===== src/meas_init_defs.vh =====
`ifndef MEAS_INIT_DEFS_VH
`define MEAS_INIT_DEFS_VH
// Register offsets (word addresses on the plain register port)
`define REG_CTRL 4'h0
`define REG_CMD 4'h1
`define REG_STATUS 4'h2
`define REG_ERROR 4'h3
`define REG_TRIG_ACTION 4'h4
// Control register field positions
`define CTRL_STOP_ON_FAIL 0
`define CTRL_BLOCK_AUTO 1
`define CTRL_STATS_EN 2
`define CTRL_LIMIT_TEST 3
`define CTRL_LIMIT_AUTO_CLR 4
`define CTRL_AUTO_TRIG_LVL 5
`define CTRL_FUNC_LSB 8
`define CTRL_FUNC_MSB 10
// Command register field positions (write one to issue)
`define CMD_CONT_ON 0
`define CMD_CONT_OFF 1
`define CMD_SINGLE 2
`define CMD_ABORT 3
`define CMD_RESET 4
// Status register field positions
`define STAT_CONT 0
`define STAT_PENDING 1
`define STAT_BUSY 2
`define STAT_BLOCK 3
`define STAT_NOT_STATS 8
// Measurement function codes
`define FUNC_TOTALIZE 3'h5
`define FUNC_VPEAK_MAX 3'h6
`define FUNC_VPEAK_MIN 3'h7
`define FUNC_VPEAK_PP 3'h4
// Error codes (two's complement, 16 bits)
`define ERR_NONE 16'h0000
`define ERR_INIT_IGNORED 16'hFF2B
`define ERR_TRIGGER 16'hFF2E
// Reset values
`define CTRL_RESET 16'h0000
`define TRIG_ACTION_RESET 3'h4
`define POWERUP_CONT 1'b1
`endif


===== src/measurement_initiation_control.v =====
// What this block does
// With continuous run off, start nothing until enabled or single start.
// Enabling continuous run starts one; each completion launches the next.
// Powers up with continuous run on; reset command turns it off.
// Continuous enable clears statistics, zeroes count, flags not-computing bit 8.
// With limit auto-clear, enable or single start clears limit state.
// Auto trigger level runs at commands and each continuous cycle start.
// Continuous run ignores block-count auto; acts as trigger count one.
// First continuous measurement sets pending; abort or final finish clears it.
// Abort in continuous run restarts while enable stays set.
// Enable during single measurement is ignored and raises error -213.
// Disable during single measurement raises error -210.
// Stop-on-fail with limit testing clears continuous run on failure.
// Single start runs one measurement unless block conditions hold.
// Single start runs a full block with auto count, statistics, normal function.
// Block single start first clears statistics results and count.
// Single start while busy or continuous only raises error -213.
// Single start sets pending; finishing or abort clears it.
// Controller must abort an armed totalize started by single start.
// Bus trigger while listening performs the defined trigger action.
// Abort of a single measurement returns to idle without restarting.
//
// Design decisions made here: the address map and strobed register access.
`timescale 1ns/100ps
`include "meas_init_defs.vh"
module measurement_initiation_control (
    input wire ref_clk_in,
    input wire rst_in,
    input wire [3:0] addr_in,
    input wire [15:0] wdata_in,
    input wire wr_in,
    input wire rd_in,
    output reg [15:0] rdata_out,
    input wire get_in,
    input wire listen_in,
    input wire meas_done_in,
    input wire block_done_in,
    input wire limit_fail_in,
    output reg meas_start_out,
    output reg meas_abort_out,
    output reg block_mode_out,
    output reg stats_clear_out,
    output reg limit_clear_out,
    output reg auto_trigger_out,
    output reg limit_detect_in_limit_out,
    output reg limit_indicator_off_out,
    output reg pending_op_out,
    output reg error_pulse_out,
    output reg [15:0] error_code_out
);
    localparam ST_IDLE = 2'b00;
    localparam ST_SINGLE = 2'b01;
    localparam ST_CONT = 2'b10;

    reg [1:0] state;
    reg [1:0] next_state;
    reg continuous_run_enable;
    reg stop_on_limit_fail;
    reg block_count_auto;
    reg statistics_enable;
    reg limit_test_enable;
    reg limit_auto_clear;
    reg auto_trigger_level_enable;
    reg [2:0] measurement_function_select;
    reg [2:0] trigger_action_definition;
    reg not_stats;
    reg block_run;
    reg [15:0] last_error;
    reg fail_seen;
    wire fail_sync;
    wire cont_on;
    wire cont_off;
    wire single_start_cmd;
    wire abort_cmd;
    wire reset_cmd;
    wire busy;
    wire want_block;
    wire run_done;
    wire fail_stop;

    // Totalize and voltage-peak functions never run as blocks
    function is_single_func;
        input [2:0] f;
        begin
            is_single_func = (f == `FUNC_TOTALIZE) || (f == `FUNC_VPEAK_MAX)
                || (f == `FUNC_VPEAK_MIN) || (f == `FUNC_VPEAK_PP);
        end
    endfunction

    cmd_decode u_decode (
        .ref_clk_in(ref_clk_in),
        .rst_in(rst_in),
        .wr_in(wr_in),
        .addr_in(addr_in),
        .wdata_in(wdata_in),
        .get_in(get_in),
        .listen_in(listen_in),
        .trig_action_in(trigger_action_definition),
        .cont_on_out(cont_on),
        .cont_off_out(cont_off),
        .single_out(single_start_cmd),
        .abort_out(abort_cmd),
        .reset_out(reset_cmd)
    );

    // The limit failure comes from the front-end clock domain
    gate_sync u_fail_sync (
        .ref_clk_in(ref_clk_in),
        .rst_in(rst_in),
        .d_in(limit_fail_in),
        .q_out(fail_sync)
    );

    assign busy = (state != ST_IDLE);
    assign want_block = block_count_auto && statistics_enable
        && !is_single_func(measurement_function_select);
    // A block run finishes on the block strobe, a single one on the measurement
    assign run_done = block_run ? block_done_in : meas_done_in;
    // Rising edge of the synchronised failure level
    assign fail_stop = fail_sync && !fail_seen && stop_on_limit_fail
        && limit_test_enable && continuous_run_enable;

    // Configuration writes; reset command restores defaults
    always @(posedge ref_clk_in or posedge rst_in)
    begin
        if (rst_in)
        begin
            stop_on_limit_fail <= 1'b0;
            block_count_auto <= 1'b0;
            statistics_enable <= 1'b0;
            limit_test_enable <= 1'b0;
            limit_auto_clear <= 1'b0;
            auto_trigger_level_enable <= 1'b0;
            measurement_function_select <= 3'h0;
            trigger_action_definition <= `TRIG_ACTION_RESET;
        end
        else if (reset_cmd)
        begin
            stop_on_limit_fail <= 1'b0;
            block_count_auto <= 1'b0;
            statistics_enable <= 1'b0;
            limit_test_enable <= 1'b0;
            limit_auto_clear <= 1'b0;
            auto_trigger_level_enable <= 1'b0;
            measurement_function_select <= 3'h0;
            trigger_action_definition <= `TRIG_ACTION_RESET;
        end
        else if (wr_in && addr_in == `REG_CTRL)
        begin
            stop_on_limit_fail <= wdata_in[`CTRL_STOP_ON_FAIL];
            block_count_auto <= wdata_in[`CTRL_BLOCK_AUTO];
            statistics_enable <= wdata_in[`CTRL_STATS_EN];
            limit_test_enable <= wdata_in[`CTRL_LIMIT_TEST];
            limit_auto_clear <= wdata_in[`CTRL_LIMIT_AUTO_CLR];
            auto_trigger_level_enable <= wdata_in[`CTRL_AUTO_TRIG_LVL];
            measurement_function_select <= wdata_in[`CTRL_FUNC_MSB:`CTRL_FUNC_LSB];
        end
        else if (wr_in && addr_in == `REG_TRIG_ACTION)
        begin
            trigger_action_definition <= wdata_in[2:0];
        end
    end

    // Sequencer next state
    always @*
    begin
        next_state = state;
        case (state)
            ST_IDLE:
            begin
                if (cont_on && continuous_run_enable == 1'b0)
                    next_state = ST_CONT;
                else if (continuous_run_enable && !reset_cmd)
                    next_state = ST_CONT; // power-up enable starts running
                else if (single_start_cmd)
                    next_state = ST_SINGLE;
            end
            ST_SINGLE:
            begin
                if (abort_cmd || run_done)
                    next_state = ST_IDLE;
            end
            ST_CONT:
            begin
                if ((meas_done_in || abort_cmd) && !continuous_run_enable)
                    next_state = ST_IDLE;
                else if (reset_cmd && abort_cmd)
                    next_state = ST_IDLE;
            end
            default:
                next_state = ST_IDLE;
        endcase
    end

    // Sequencer, run enable, pending flag and command side effects
    always @(posedge ref_clk_in or posedge rst_in)
    begin
        if (rst_in)
        begin
            state <= ST_IDLE;
            continuous_run_enable <= `POWERUP_CONT;
            pending_op_out <= 1'b0;
            block_run <= 1'b0;
            not_stats <= 1'b0;
            fail_seen <= 1'b0;
            meas_start_out <= 1'b0;
            meas_abort_out <= 1'b0;
            block_mode_out <= 1'b0;
            stats_clear_out <= 1'b0;
            limit_clear_out <= 1'b0;
            auto_trigger_out <= 1'b0;
            limit_detect_in_limit_out <= 1'b1;
            limit_indicator_off_out <= 1'b0;
            error_pulse_out <= 1'b0;
            error_code_out <= `ERR_NONE;
            last_error <= `ERR_NONE;
        end
        else
        begin
            state <= next_state;
            fail_seen <= fail_sync;
            meas_start_out <= 1'b0;
            meas_abort_out <= abort_cmd && busy;
            stats_clear_out <= 1'b0;
            limit_clear_out <= 1'b0;
            auto_trigger_out <= 1'b0;
            limit_indicator_off_out <= 1'b0;
            error_pulse_out <= 1'b0;
            if (reset_cmd)
                continuous_run_enable <= 1'b0;
            else if (fail_stop)
                continuous_run_enable <= 1'b0;
            else if (cont_off)
                continuous_run_enable <= 1'b0;
            else if (cont_on && state != ST_SINGLE)
                continuous_run_enable <= 1'b1;
            // Enable while a single run is active is refused
            if (cont_on && state == ST_SINGLE)
            begin
                error_pulse_out <= 1'b1;
                error_code_out <= `ERR_INIT_IGNORED;
                last_error <= `ERR_INIT_IGNORED;
            end
            else if (cont_off && state == ST_SINGLE)
            begin
                error_pulse_out <= 1'b1;
                error_code_out <= `ERR_TRIGGER;
                last_error <= `ERR_TRIGGER;
            end
            else if (single_start_cmd && (busy || continuous_run_enable))
            begin
                error_pulse_out <= 1'b1;
                error_code_out <= `ERR_INIT_IGNORED;
                last_error <= `ERR_INIT_IGNORED;
            end
            // Accepted enable clears statistics and flags the not-computing bit
            if (cont_on && state != ST_SINGLE)
            begin
                stats_clear_out <= 1'b1;
                not_stats <= 1'b1;
            end
            else if (state != ST_CONT && !busy && single_start_cmd
                && !continuous_run_enable && statistics_enable)
                not_stats <= 1'b0;
            // Limit auto-clear on an accepted command
            if (limit_auto_clear && ((cont_on && state != ST_SINGLE)
                || (single_start_cmd && !busy && !continuous_run_enable)))
            begin
                limit_clear_out <= 1'b1;
                limit_indicator_off_out <= 1'b1;
                limit_detect_in_limit_out <= 1'b1;
            end
            else if (fail_sync && limit_test_enable)
                limit_detect_in_limit_out <= 1'b0;
            // Launch on entry to a running state
            if (state == ST_IDLE && next_state == ST_SINGLE)
            begin
                meas_start_out <= 1'b1;
                block_run <= want_block;
                block_mode_out <= want_block;
                pending_op_out <= 1'b1;
                if (want_block)
                    stats_clear_out <= 1'b1;
                if (auto_trigger_level_enable)
                    auto_trigger_out <= 1'b1;
            end
            else if (state == ST_IDLE && next_state == ST_CONT)
            begin
                meas_start_out <= 1'b1;
                block_run <= 1'b0;
                block_mode_out <= 1'b0;
                pending_op_out <= 1'b1;
                if (auto_trigger_level_enable)
                    auto_trigger_out <= 1'b1;
            end
            else if (state == ST_CONT && next_state == ST_CONT
                && (meas_done_in || abort_cmd))
            begin
                meas_start_out <= 1'b1;
                if (abort_cmd)
                    pending_op_out <= 1'b0;
                if (auto_trigger_level_enable)
                    auto_trigger_out <= 1'b1;
            end
            else if (busy && next_state == ST_IDLE)
            begin
                pending_op_out <= 1'b0;
                block_run <= 1'b0;
                block_mode_out <= 1'b0;
            end
            else if (state == ST_CONT && meas_start_out)
                pending_op_out <= 1'b1;
        end
    end

    // Register read port: data stand in the cycle after the strobe
    always @(posedge ref_clk_in or posedge rst_in)
    begin
        if (rst_in)
            rdata_out <= 16'h0000;
        else if (rd_in)
        begin
            case (addr_in)
                `REG_CTRL: rdata_out <= {5'h00, measurement_function_select, 2'h0,
                    auto_trigger_level_enable, limit_auto_clear, limit_test_enable,
                    statistics_enable, block_count_auto, stop_on_limit_fail};
                `REG_STATUS: rdata_out <= {7'h00, not_stats, 4'h0, block_run,
                    busy, pending_op_out, continuous_run_enable};
                `REG_ERROR: rdata_out <= last_error;
                `REG_TRIG_ACTION: rdata_out <= {13'h0000, trigger_action_definition};
                default: rdata_out <= 16'h0000;
            endcase
        end
        else
            rdata_out <= 16'h0000;
    end
endmodule


===== src/cmd_decode.v =====
`timescale 1ns/100ps
`include "meas_init_defs.vh"
// Turns register writes and the bus trigger into one-cycle command pulses
module cmd_decode (
    input wire ref_clk_in,
    input wire rst_in,
    input wire wr_in,
    input wire [3:0] addr_in,
    input wire [15:0] wdata_in,
    input wire get_in,
    input wire listen_in,
    input wire [2:0] trig_action_in,
    output reg cont_on_out,
    output reg cont_off_out,
    output reg single_out,
    output reg abort_out,
    output reg reset_out
);
    wire cmd_wr;
    wire trig;
    assign cmd_wr = wr_in && (addr_in == `REG_CMD);
    // Trigger only counts while addressed as listener
    assign trig = get_in && listen_in;

    // Register the pulses so commands reach the sequencer in a fixed cycle
    always @(posedge ref_clk_in or posedge rst_in)
    begin
        if (rst_in)
        begin
            cont_on_out <= 1'b0;
            cont_off_out <= 1'b0;
            single_out <= 1'b0;
            abort_out <= 1'b0;
            reset_out <= 1'b0;
        end
        else
        begin
            cont_on_out <= (cmd_wr && wdata_in[`CMD_CONT_ON])
                || (trig && trig_action_in[`CMD_CONT_ON]);
            cont_off_out <= (cmd_wr && wdata_in[`CMD_CONT_OFF])
                || (trig && trig_action_in[`CMD_CONT_OFF]);
            single_out <= (cmd_wr && wdata_in[`CMD_SINGLE])
                || (trig && trig_action_in[`CMD_SINGLE]);
            abort_out <= cmd_wr && wdata_in[`CMD_ABORT];
            reset_out <= cmd_wr && wdata_in[`CMD_RESET];
        end
    end
endmodule


===== src/gate_sync.v =====
`timescale 1ns/100ps
// Three-stage synchroniser; output changes once stages two and three agree
module gate_sync (
    input wire ref_clk_in,
    input wire rst_in,
    input wire d_in,
    output reg q_out
);
    reg s1;
    reg s2;
    reg s3;

    // Stage one is read only by stage two to keep metastability contained
    always @(posedge ref_clk_in or posedge rst_in)
    begin
        if (rst_in)
        begin
            s1 <= 1'b0;
            s2 <= 1'b0;
            s3 <= 1'b0;
            q_out <= 1'b0;
        end
        else
        begin
            s1 <= d_in;
            s2 <= s1;
            s3 <= s2;
            if (s2 == s3)
                q_out <= s3;
        end
    end
endmodule


===== config.mk =====
export PLATFORM = sky130hd
export DESIGN_NAME = measurement_initiation_control
export DESIGN_NICKNAME = d
export VERILOG_FILES = /design/src/measurement_initiation_control.v /design/src/cmd_decode.v /design/src/gate_sync.v
export VERILOG_INCLUDE_DIRS = /design/src
export SDC_FILE = /design/constraint.sdc
export NUM_CORES = 1
export LEC_CHECK = 0
export BUFFER_PORTS_ARGS = -buffer_cell sky130_fd_sc_hd__buf_2
export CAP_MARGIN = 25
export CORE_MARGIN = 2
export CORE_UTILIZATION = 23
export CTS_CLUSTER_DIAMETER = 30
export DETAILED_ROUTE_END_ITERATION = 10
export HOLD_SLACK_MARGIN = 0.15
export PLACE_DENSITY = 0.43
export SLEW_MARGIN = 20
export SYNTH_ARGS = -nofsm -noshare
export SYNTH_HDL_FRONTEND = slang
export SYNTH_SLANG_ARGS = --single-unit
export TNS_END_PERCENT = 50

===== constraint.sdc =====
create_clock -name ref_clk_in -period 1.9 [get_ports ref_clk_in]
set_clock_uncertainty 0.15 [all_clocks]
set_input_delay 0.19 -clock ref_clk_in [delete_from_list [all_inputs] [get_ports ref_clk_in]]
set_output_delay 0.19 -clock ref_clk_in [all_outputs]
set_load 0.05 [all_outputs]

# Word-level counts from Yosys, hierarchy flattened
# Index checks and enable logic that the tools add are counted.
[classes] n_eq_ne=18 mux=62 bitwise=1 n_reduce_logical=71
[ops] cell="$mux W16" count=4
[ops] cell="$pmux W16 S4" count=1
[ops] cell="$mux W1" count=45
[ops] cell="$logic_and A1 B1 Y1" count=41
[ops] cell="$mux W3" count=5
[ops] cell="$eq A3 B3 Y1 const B" count=4
[ops] cell="$mux W2" count=6
[ops] cell="$logic_or A1 B1 Y1" count=10
[ops] cell="$reduce_bool A2 Y1" count=5
[ops] cell="$eq A4 B2 Y1 const B" count=2
[ops] cell="$pmux W2 S3" count=1
[ops] cell="$reduce_and A2 Y1" count=3
[ops] cell="$reduce_bool A3 Y1" count=2
[ops] cell="$logic_not A1 Y1" count=5
[ops] cell="$reduce_bool A5 Y1" count=1
[ops] cell="$eq A2 B1 Y1 const B" count=2
[ops] cell="$eq A2 B2 Y1 const B" count=2
[ops] cell="$eq A4 B1 Y1 const B" count=1
[ops] cell="$eq A4 B3 Y1 const B" count=1
[ops] cell="$logic_not A2 Y1" count=2
[ops] cell="$logic_not A4 Y1" count=1
[ops] cell="$ne A2 B1 Y1 const B" count=2
[ops] cell="$ne A4 B3 Y1 const B" count=1
[ops] cell="$reduce_bool A4 Y1" count=1
[ops] cell="4 further kinds" count=4
[totals] reg_bits=67 input_bits=29 output_inout_bits=42 word_cells=184

# Logic depth before layout (Yosys ltp)
[logic_depth] word_depth=11 ltp_mapped=5 depth_no_buf=4

# Hierarchy
# Synthesis repeated with hierarchy kept, for this count alone.
[unflattened] cells_unflattened=216 hier_area_um2=2209.6
[by_module_without_submodules] mod="measurement_initiation_control" instances=1 cells_per_inst=190 area_each_um2=1875.5 seq_area_each_um2=979.7
[by_module_without_submodules] mod="cmd_decode" instances=1 cells_per_inst=20 area_each_um2=219.0 seq_area_each_um2=125.1
[by_module_without_submodules] mod="gate_sync" instances=1 cells_per_inst=6 area_each_um2=115.1 seq_area_each_um2=100.1

# Least setup slack after synthesis
# OpenSTA, ideal clock, no wires.
[synth_timing] path_type="register to register" startpoint="register block_run" endpoint="register pending_op_out" setup_time_ns=0.095 arrival_ns=1.447 required_ns=1.655 path_slack_ns=0.207 path_stages_with_launch=5 n_path_buf=0 synth_period_minus_slack_ns=1.693 path_cell_list="dfrtp_1 -> mux2_2 -> nor3_1 -> a211oi_1 -> o31ai_1"
[synth_via] elab_chain_len=10 word_cells_on_any_way=19
[synth_rtl] element="start: declaration" line_no="measurement_initiation_control.v:67" source="reg block_run;"
[synth_rtl] element="start signal: assignment" line_no="measurement_initiation_control.v:279" source="block_run <= want_block;"
[synth_rtl] element="$mux W1 (*)" line_no="measurement_initiation_control.v:118" source="assign run_done = block_run ? block_done_in : meas_done_in;"
[synth_rtl] element="$logic_or A1 B1 Y1 (*)" line_no="measurement_initiation_control.v:180" source="if (abort_cmd || run_done)"
[synth_rtl] element="$mux W2 (*)" line_no="measurement_initiation_control.v:180"
[synth_rtl] element="$pmux W2 S3 (*)" line_no="measurement_initiation_control.v:168" source="case (state)"
[synth_rtl] element="$logic_not A2 Y1 or $eq A2 B2 Y1 (tied branches)" line_no="measurement_initiation_control.v:305, measurement_initiation_control.v:287, measurement_initiation_control.v:296"
[synth_rtl] element="$logic_and A1 B1 Y1, on equally long branches" line_no="measurement_initiation_control.v:305, measurement_initiation_control.v:296"
[synth_rtl] element="$mux W1 or $logic_and A1 B1 Y1 (tied branches)" line_no="measurement_initiation_control.v:305, measurement_initiation_control.v:297"
[synth_rtl] element="$mux W1" line_no="measurement_initiation_control.v:296" source="else if (state == ST_CONT && next_state == ST_CONT"
[synth_rtl] element="$mux W1" line_no="measurement_initiation_control.v:287" source="else if (state == ST_IDLE && next_state == ST_CONT)"
[synth_rtl] element="$mux W1" line_no="measurement_initiation_control.v:276" source="if (state == ST_IDLE && next_state == ST_SINGLE)"
[synth_rtl] element="end signal: assignment" line_no="measurement_initiation_control.v:281" source="pending_op_out <= 1'b1;"
[synth_rtl] element="end signal: assignment" line_no="measurement_initiation_control.v:292" source="pending_op_out <= 1'b1;"
[synth_rtl] element="end signal: assignment" line_no="measurement_initiation_control.v:307" source="pending_op_out <= 1'b0;"
[synth_rtl] element="end: declaration" line_no="measurement_initiation_control.v:47" source="output reg pending_op_out,"
# Every way passes the cells marked *; elsewhere a longest branch is shown, timed or not.
# A chain may end at the register's enable or synchronous reset.

# Final worst setup path
[layout_timing] startpoint="input addr_in[0]" endpoint="register measurement_function_select[0]"
[layout_via] elab_chain_len=3
[layout_rtl] element="start: declaration" line_no="measurement_initiation_control.v:29" source="input wire [3:0] addr_in,"
[layout_rtl] element="$logic_not A4 Y1"
[layout_rtl] element="$logic_and A1 B1 Y1 (no source line)"
[layout_rtl] element="$reduce_bool A2 Y1 (no source line)"
[layout_rtl] element="end signal: assignment" line_no="measurement_initiation_control.v:156" source="measurement_function_select <= wdata_in[`CTRL_FUNC_MSB:`CTRL_FUNC_LSB];"
[layout_rtl] element="end: declaration" line_no="measurement_initiation_control.v:64" source="reg [2:0] measurement_function_select;"
# Every way passes these cells.

==> metrics <==
outcome finished clean; CP peak stage delay 0.56 ns; first-pass GRT wire length 8990 um; Psw 0.00144 W; total wire length 5530 um; drt pass-1 iters 4; total gr overflow 0; PortBufs 58; worst setup path class in2reg; Net Sw Frac 44.5%; initial antenna violation count 0; FF+latch count, synth 48; synth top area cells dfrtp_1 (51%), buf_4 (6.8%), nand2_1 (6.3%), a21oi_1 (4.1%), nand3_1 (3.6%); Hold Violations, Final 0; num ports 71; Worst Setup End Kind flip-flop; row cnt 35; Final GP Congestion 0.808; Unique masters post-synth 44; CTS Sinks 48; clock tree buffer depth 2; most frequent cell after synthesis dfrtp_1; Max Cap Viol 0; peak supply drop 0.476 mV; RSZ-0062 raised after global routing false; chip width 102 um; Setup Buffers After CTS 0; crit path DAT 1.85 ns; H-tree levels 2; final period utilization 93.2%; share of cells above drive strength 1 28.3%; setup TNS 0 ns; Vias/cell 4.28; Seq pwr share 43.0%; Least-Margin Pin Slew 0.516 ns; via count 1,777; worst-skew pair later-pin latency 0.30 ns; YS warnings 0; Crit Path Max Fanout 11; Critical Path, Cell by Cell buf_2, nor4_4, buf_4, nand3_1, dlygate4sd3_1, a21oi_1; Mean Syn Cell Area 10.0 um2; area leader, netlist dfrtp_1; fillcell total 1,028; Clock power frac 18.3%; largest net degree at the start of global routing 32; Post-synth EDFFs 0; share of the synthesized area in the top cell type 50.9%; predominant post-synthesis flop cell dfrtp_1; Period minus WS final 1.77 ns; DIE AREA 10,400 um2; nets 315; register area share after synthesis 54.5%; Post-synth ARST share 100%; post-synthesis cell area 2210 um2; post-route setup slack 0.130 ns; Final Max Tran Viols 0; Min-Delay Path Class in2reg; Core Region 9280 um2; antenna cells 0; fin util 30.1%; Root Driver clkbuf_8; clk slew on worst S/H paths 0.09 ns; Initial Util 23.8%; TritonCTS clock tree built; vias in the first global route 1,715; GRT Util Overall 11.3%; Mapped Cells 221; Critical Path Source Type input port; Area growth, synth to finish 26.6%; Residual DRC 0; initial drt markers 88; Max Clk Rate 565 MHz; worst endpoint required time 1.98 ns; Setup Viol. Count Final 0; Pint 0.00179 W; die height 102 um; Hold Slack 0.161 ns; Num CTS Buffers 5; DP Worst Slack 0.266 ns; CP max-delay cell dlygate4sd3_1; DR WL/cell 13.3 um; P per Cell Area 1150 nW/um2; Leak 1.33 nW; Rel. slew slack 65.3%; HPWL Detailed 4180 um; Post-DRT Antenna Nets 0; Comb pwr share 38.8%; synth cell count leaders dfrtp_1 (45), nand2_1 (37), buf_4 (20), a21oi_1 (18), nand3_1 (16)
==> final cells by class <==
class                           instances  area [um2]  share of cell area [%]
Multi-Input combinational cell        143         808                    28.9
Tap cell                              129         161                    5.77
Sequential cell                        48        1200                    43.0
Inverter                                7        26.3                   0.939
Clock inverter                          1        5.00                   0.179
Timing Repair Buffer                   81         520                    18.6
Clock buffer                            6        72.6                    2.59
==> power groups by stage <==
stage,Clock [W],Combinational [W],Sequential (W)
3_3_place_gp,0,0.00123,0.00141
2_1_floorplan,0,0.000885,0.00156
4_1_cts,0.000610,0.00126,0.00139
3_5_place_dp,0,0.00123,0.00141
6_report,0.000589,0.00125,0.00138
5_1_grt,0.000655,0.00134,0.00142
==> state kept, by name (all words and copies together), names as in the netlist, 2 cells and up <==
register,cells
rdata_out,10
measurement_function_select,3
state,2
last_error,3
trigger_action_definition,3
==> timing repair <==
action                                 CTS  global route
hold buffers                            18             0
endpoints found under the hold margin   65             0
resized for setup                        0             0
==> routing by layer <==
metal  vias up  GRT usage, %  part of all wire, %
met4         0          3.69                  1.2
met5         -             0                    0
met2        53          16.8                   45
met3         6          2.19                  5.2
li1        861             -                    -
met1       857          16.7                   48
==> path summary, 6_finish.rpt <==
path,start,end,slack (ns),depth (start not counted)
setup reg to reg,continuous_run_enable,block_run,0.30,4
setup / recovery,addr_in[0],measurement_function_select[0],0.13,6
hold reg to reg,u_fail_sync.s1,u_fail_sync.s2,0.21,0
max in group asynchronous,rst_in,trigger_action_definition[2],0.75,4
min in group asynchronous,rst_in,stats_clear_out,0.27,3
hold / removal,rd_in,rdata_out[10],0.16,5
==> logic make-up (layout without fill, tap and decap cells) <==
logic type | after synthesis | in the layout | synth area share, %
AOI/OAI and AO/OA | 42 | 42 | 12.2
adders and majority gates | 1 | 1 | 0.453
buffers and inverters | 34 | 95 | 9.62
DFF | 48 | 48 | 54.5
muxes | 3 | 3 | 1.47
other | 1 | 5 | 0.170
and+or+nand+nor | 92 | 92 | 21.6
==> cell usage in the layout, fill, tap and decap left out, types with 3 or more instances in the layout <==
master / n
and2_1: 5
nor2b_1: 8
o21ai_0: 3
nor2_1: 9
conb_1: 5
a21oi_1: 18
a32o_1: 3
inv_1: 6
nand3_1: 16
dlygate4sd3_1: 18
nand2b_1: 3
a31oi_1: 3
dfstp_2: 3
dfrtp_1: 45
buf_2: 58
nand2_1: 37
buf_4: 4
clkbuf_8: 5
==> critical path: cells and delay by family <==
family          cells  cell delay (ns)
buf+inv             3             1.00
simple gates        2             0.54
compound gates      1             0.12
==> per-stage QoR <==
| step | power, W | instances | area (um2) |
|---|---|---|---|
| 5_1_grt | 0.00341 | 415 | 2800 |
| 2_1_floorplan | 0.00245 | 225 | 2230 |
| 3_3_place_gp | 0.00264 | 390 | 2540 |
| 6_report | 0.00322 | 415 | 2800 |
| 4_1_cts | 0.00326 | 415 | 2800 |
| 3_5_place_dp | 0.00264 | 390 | 2540 |
Power figures use the tool's default switching activity.
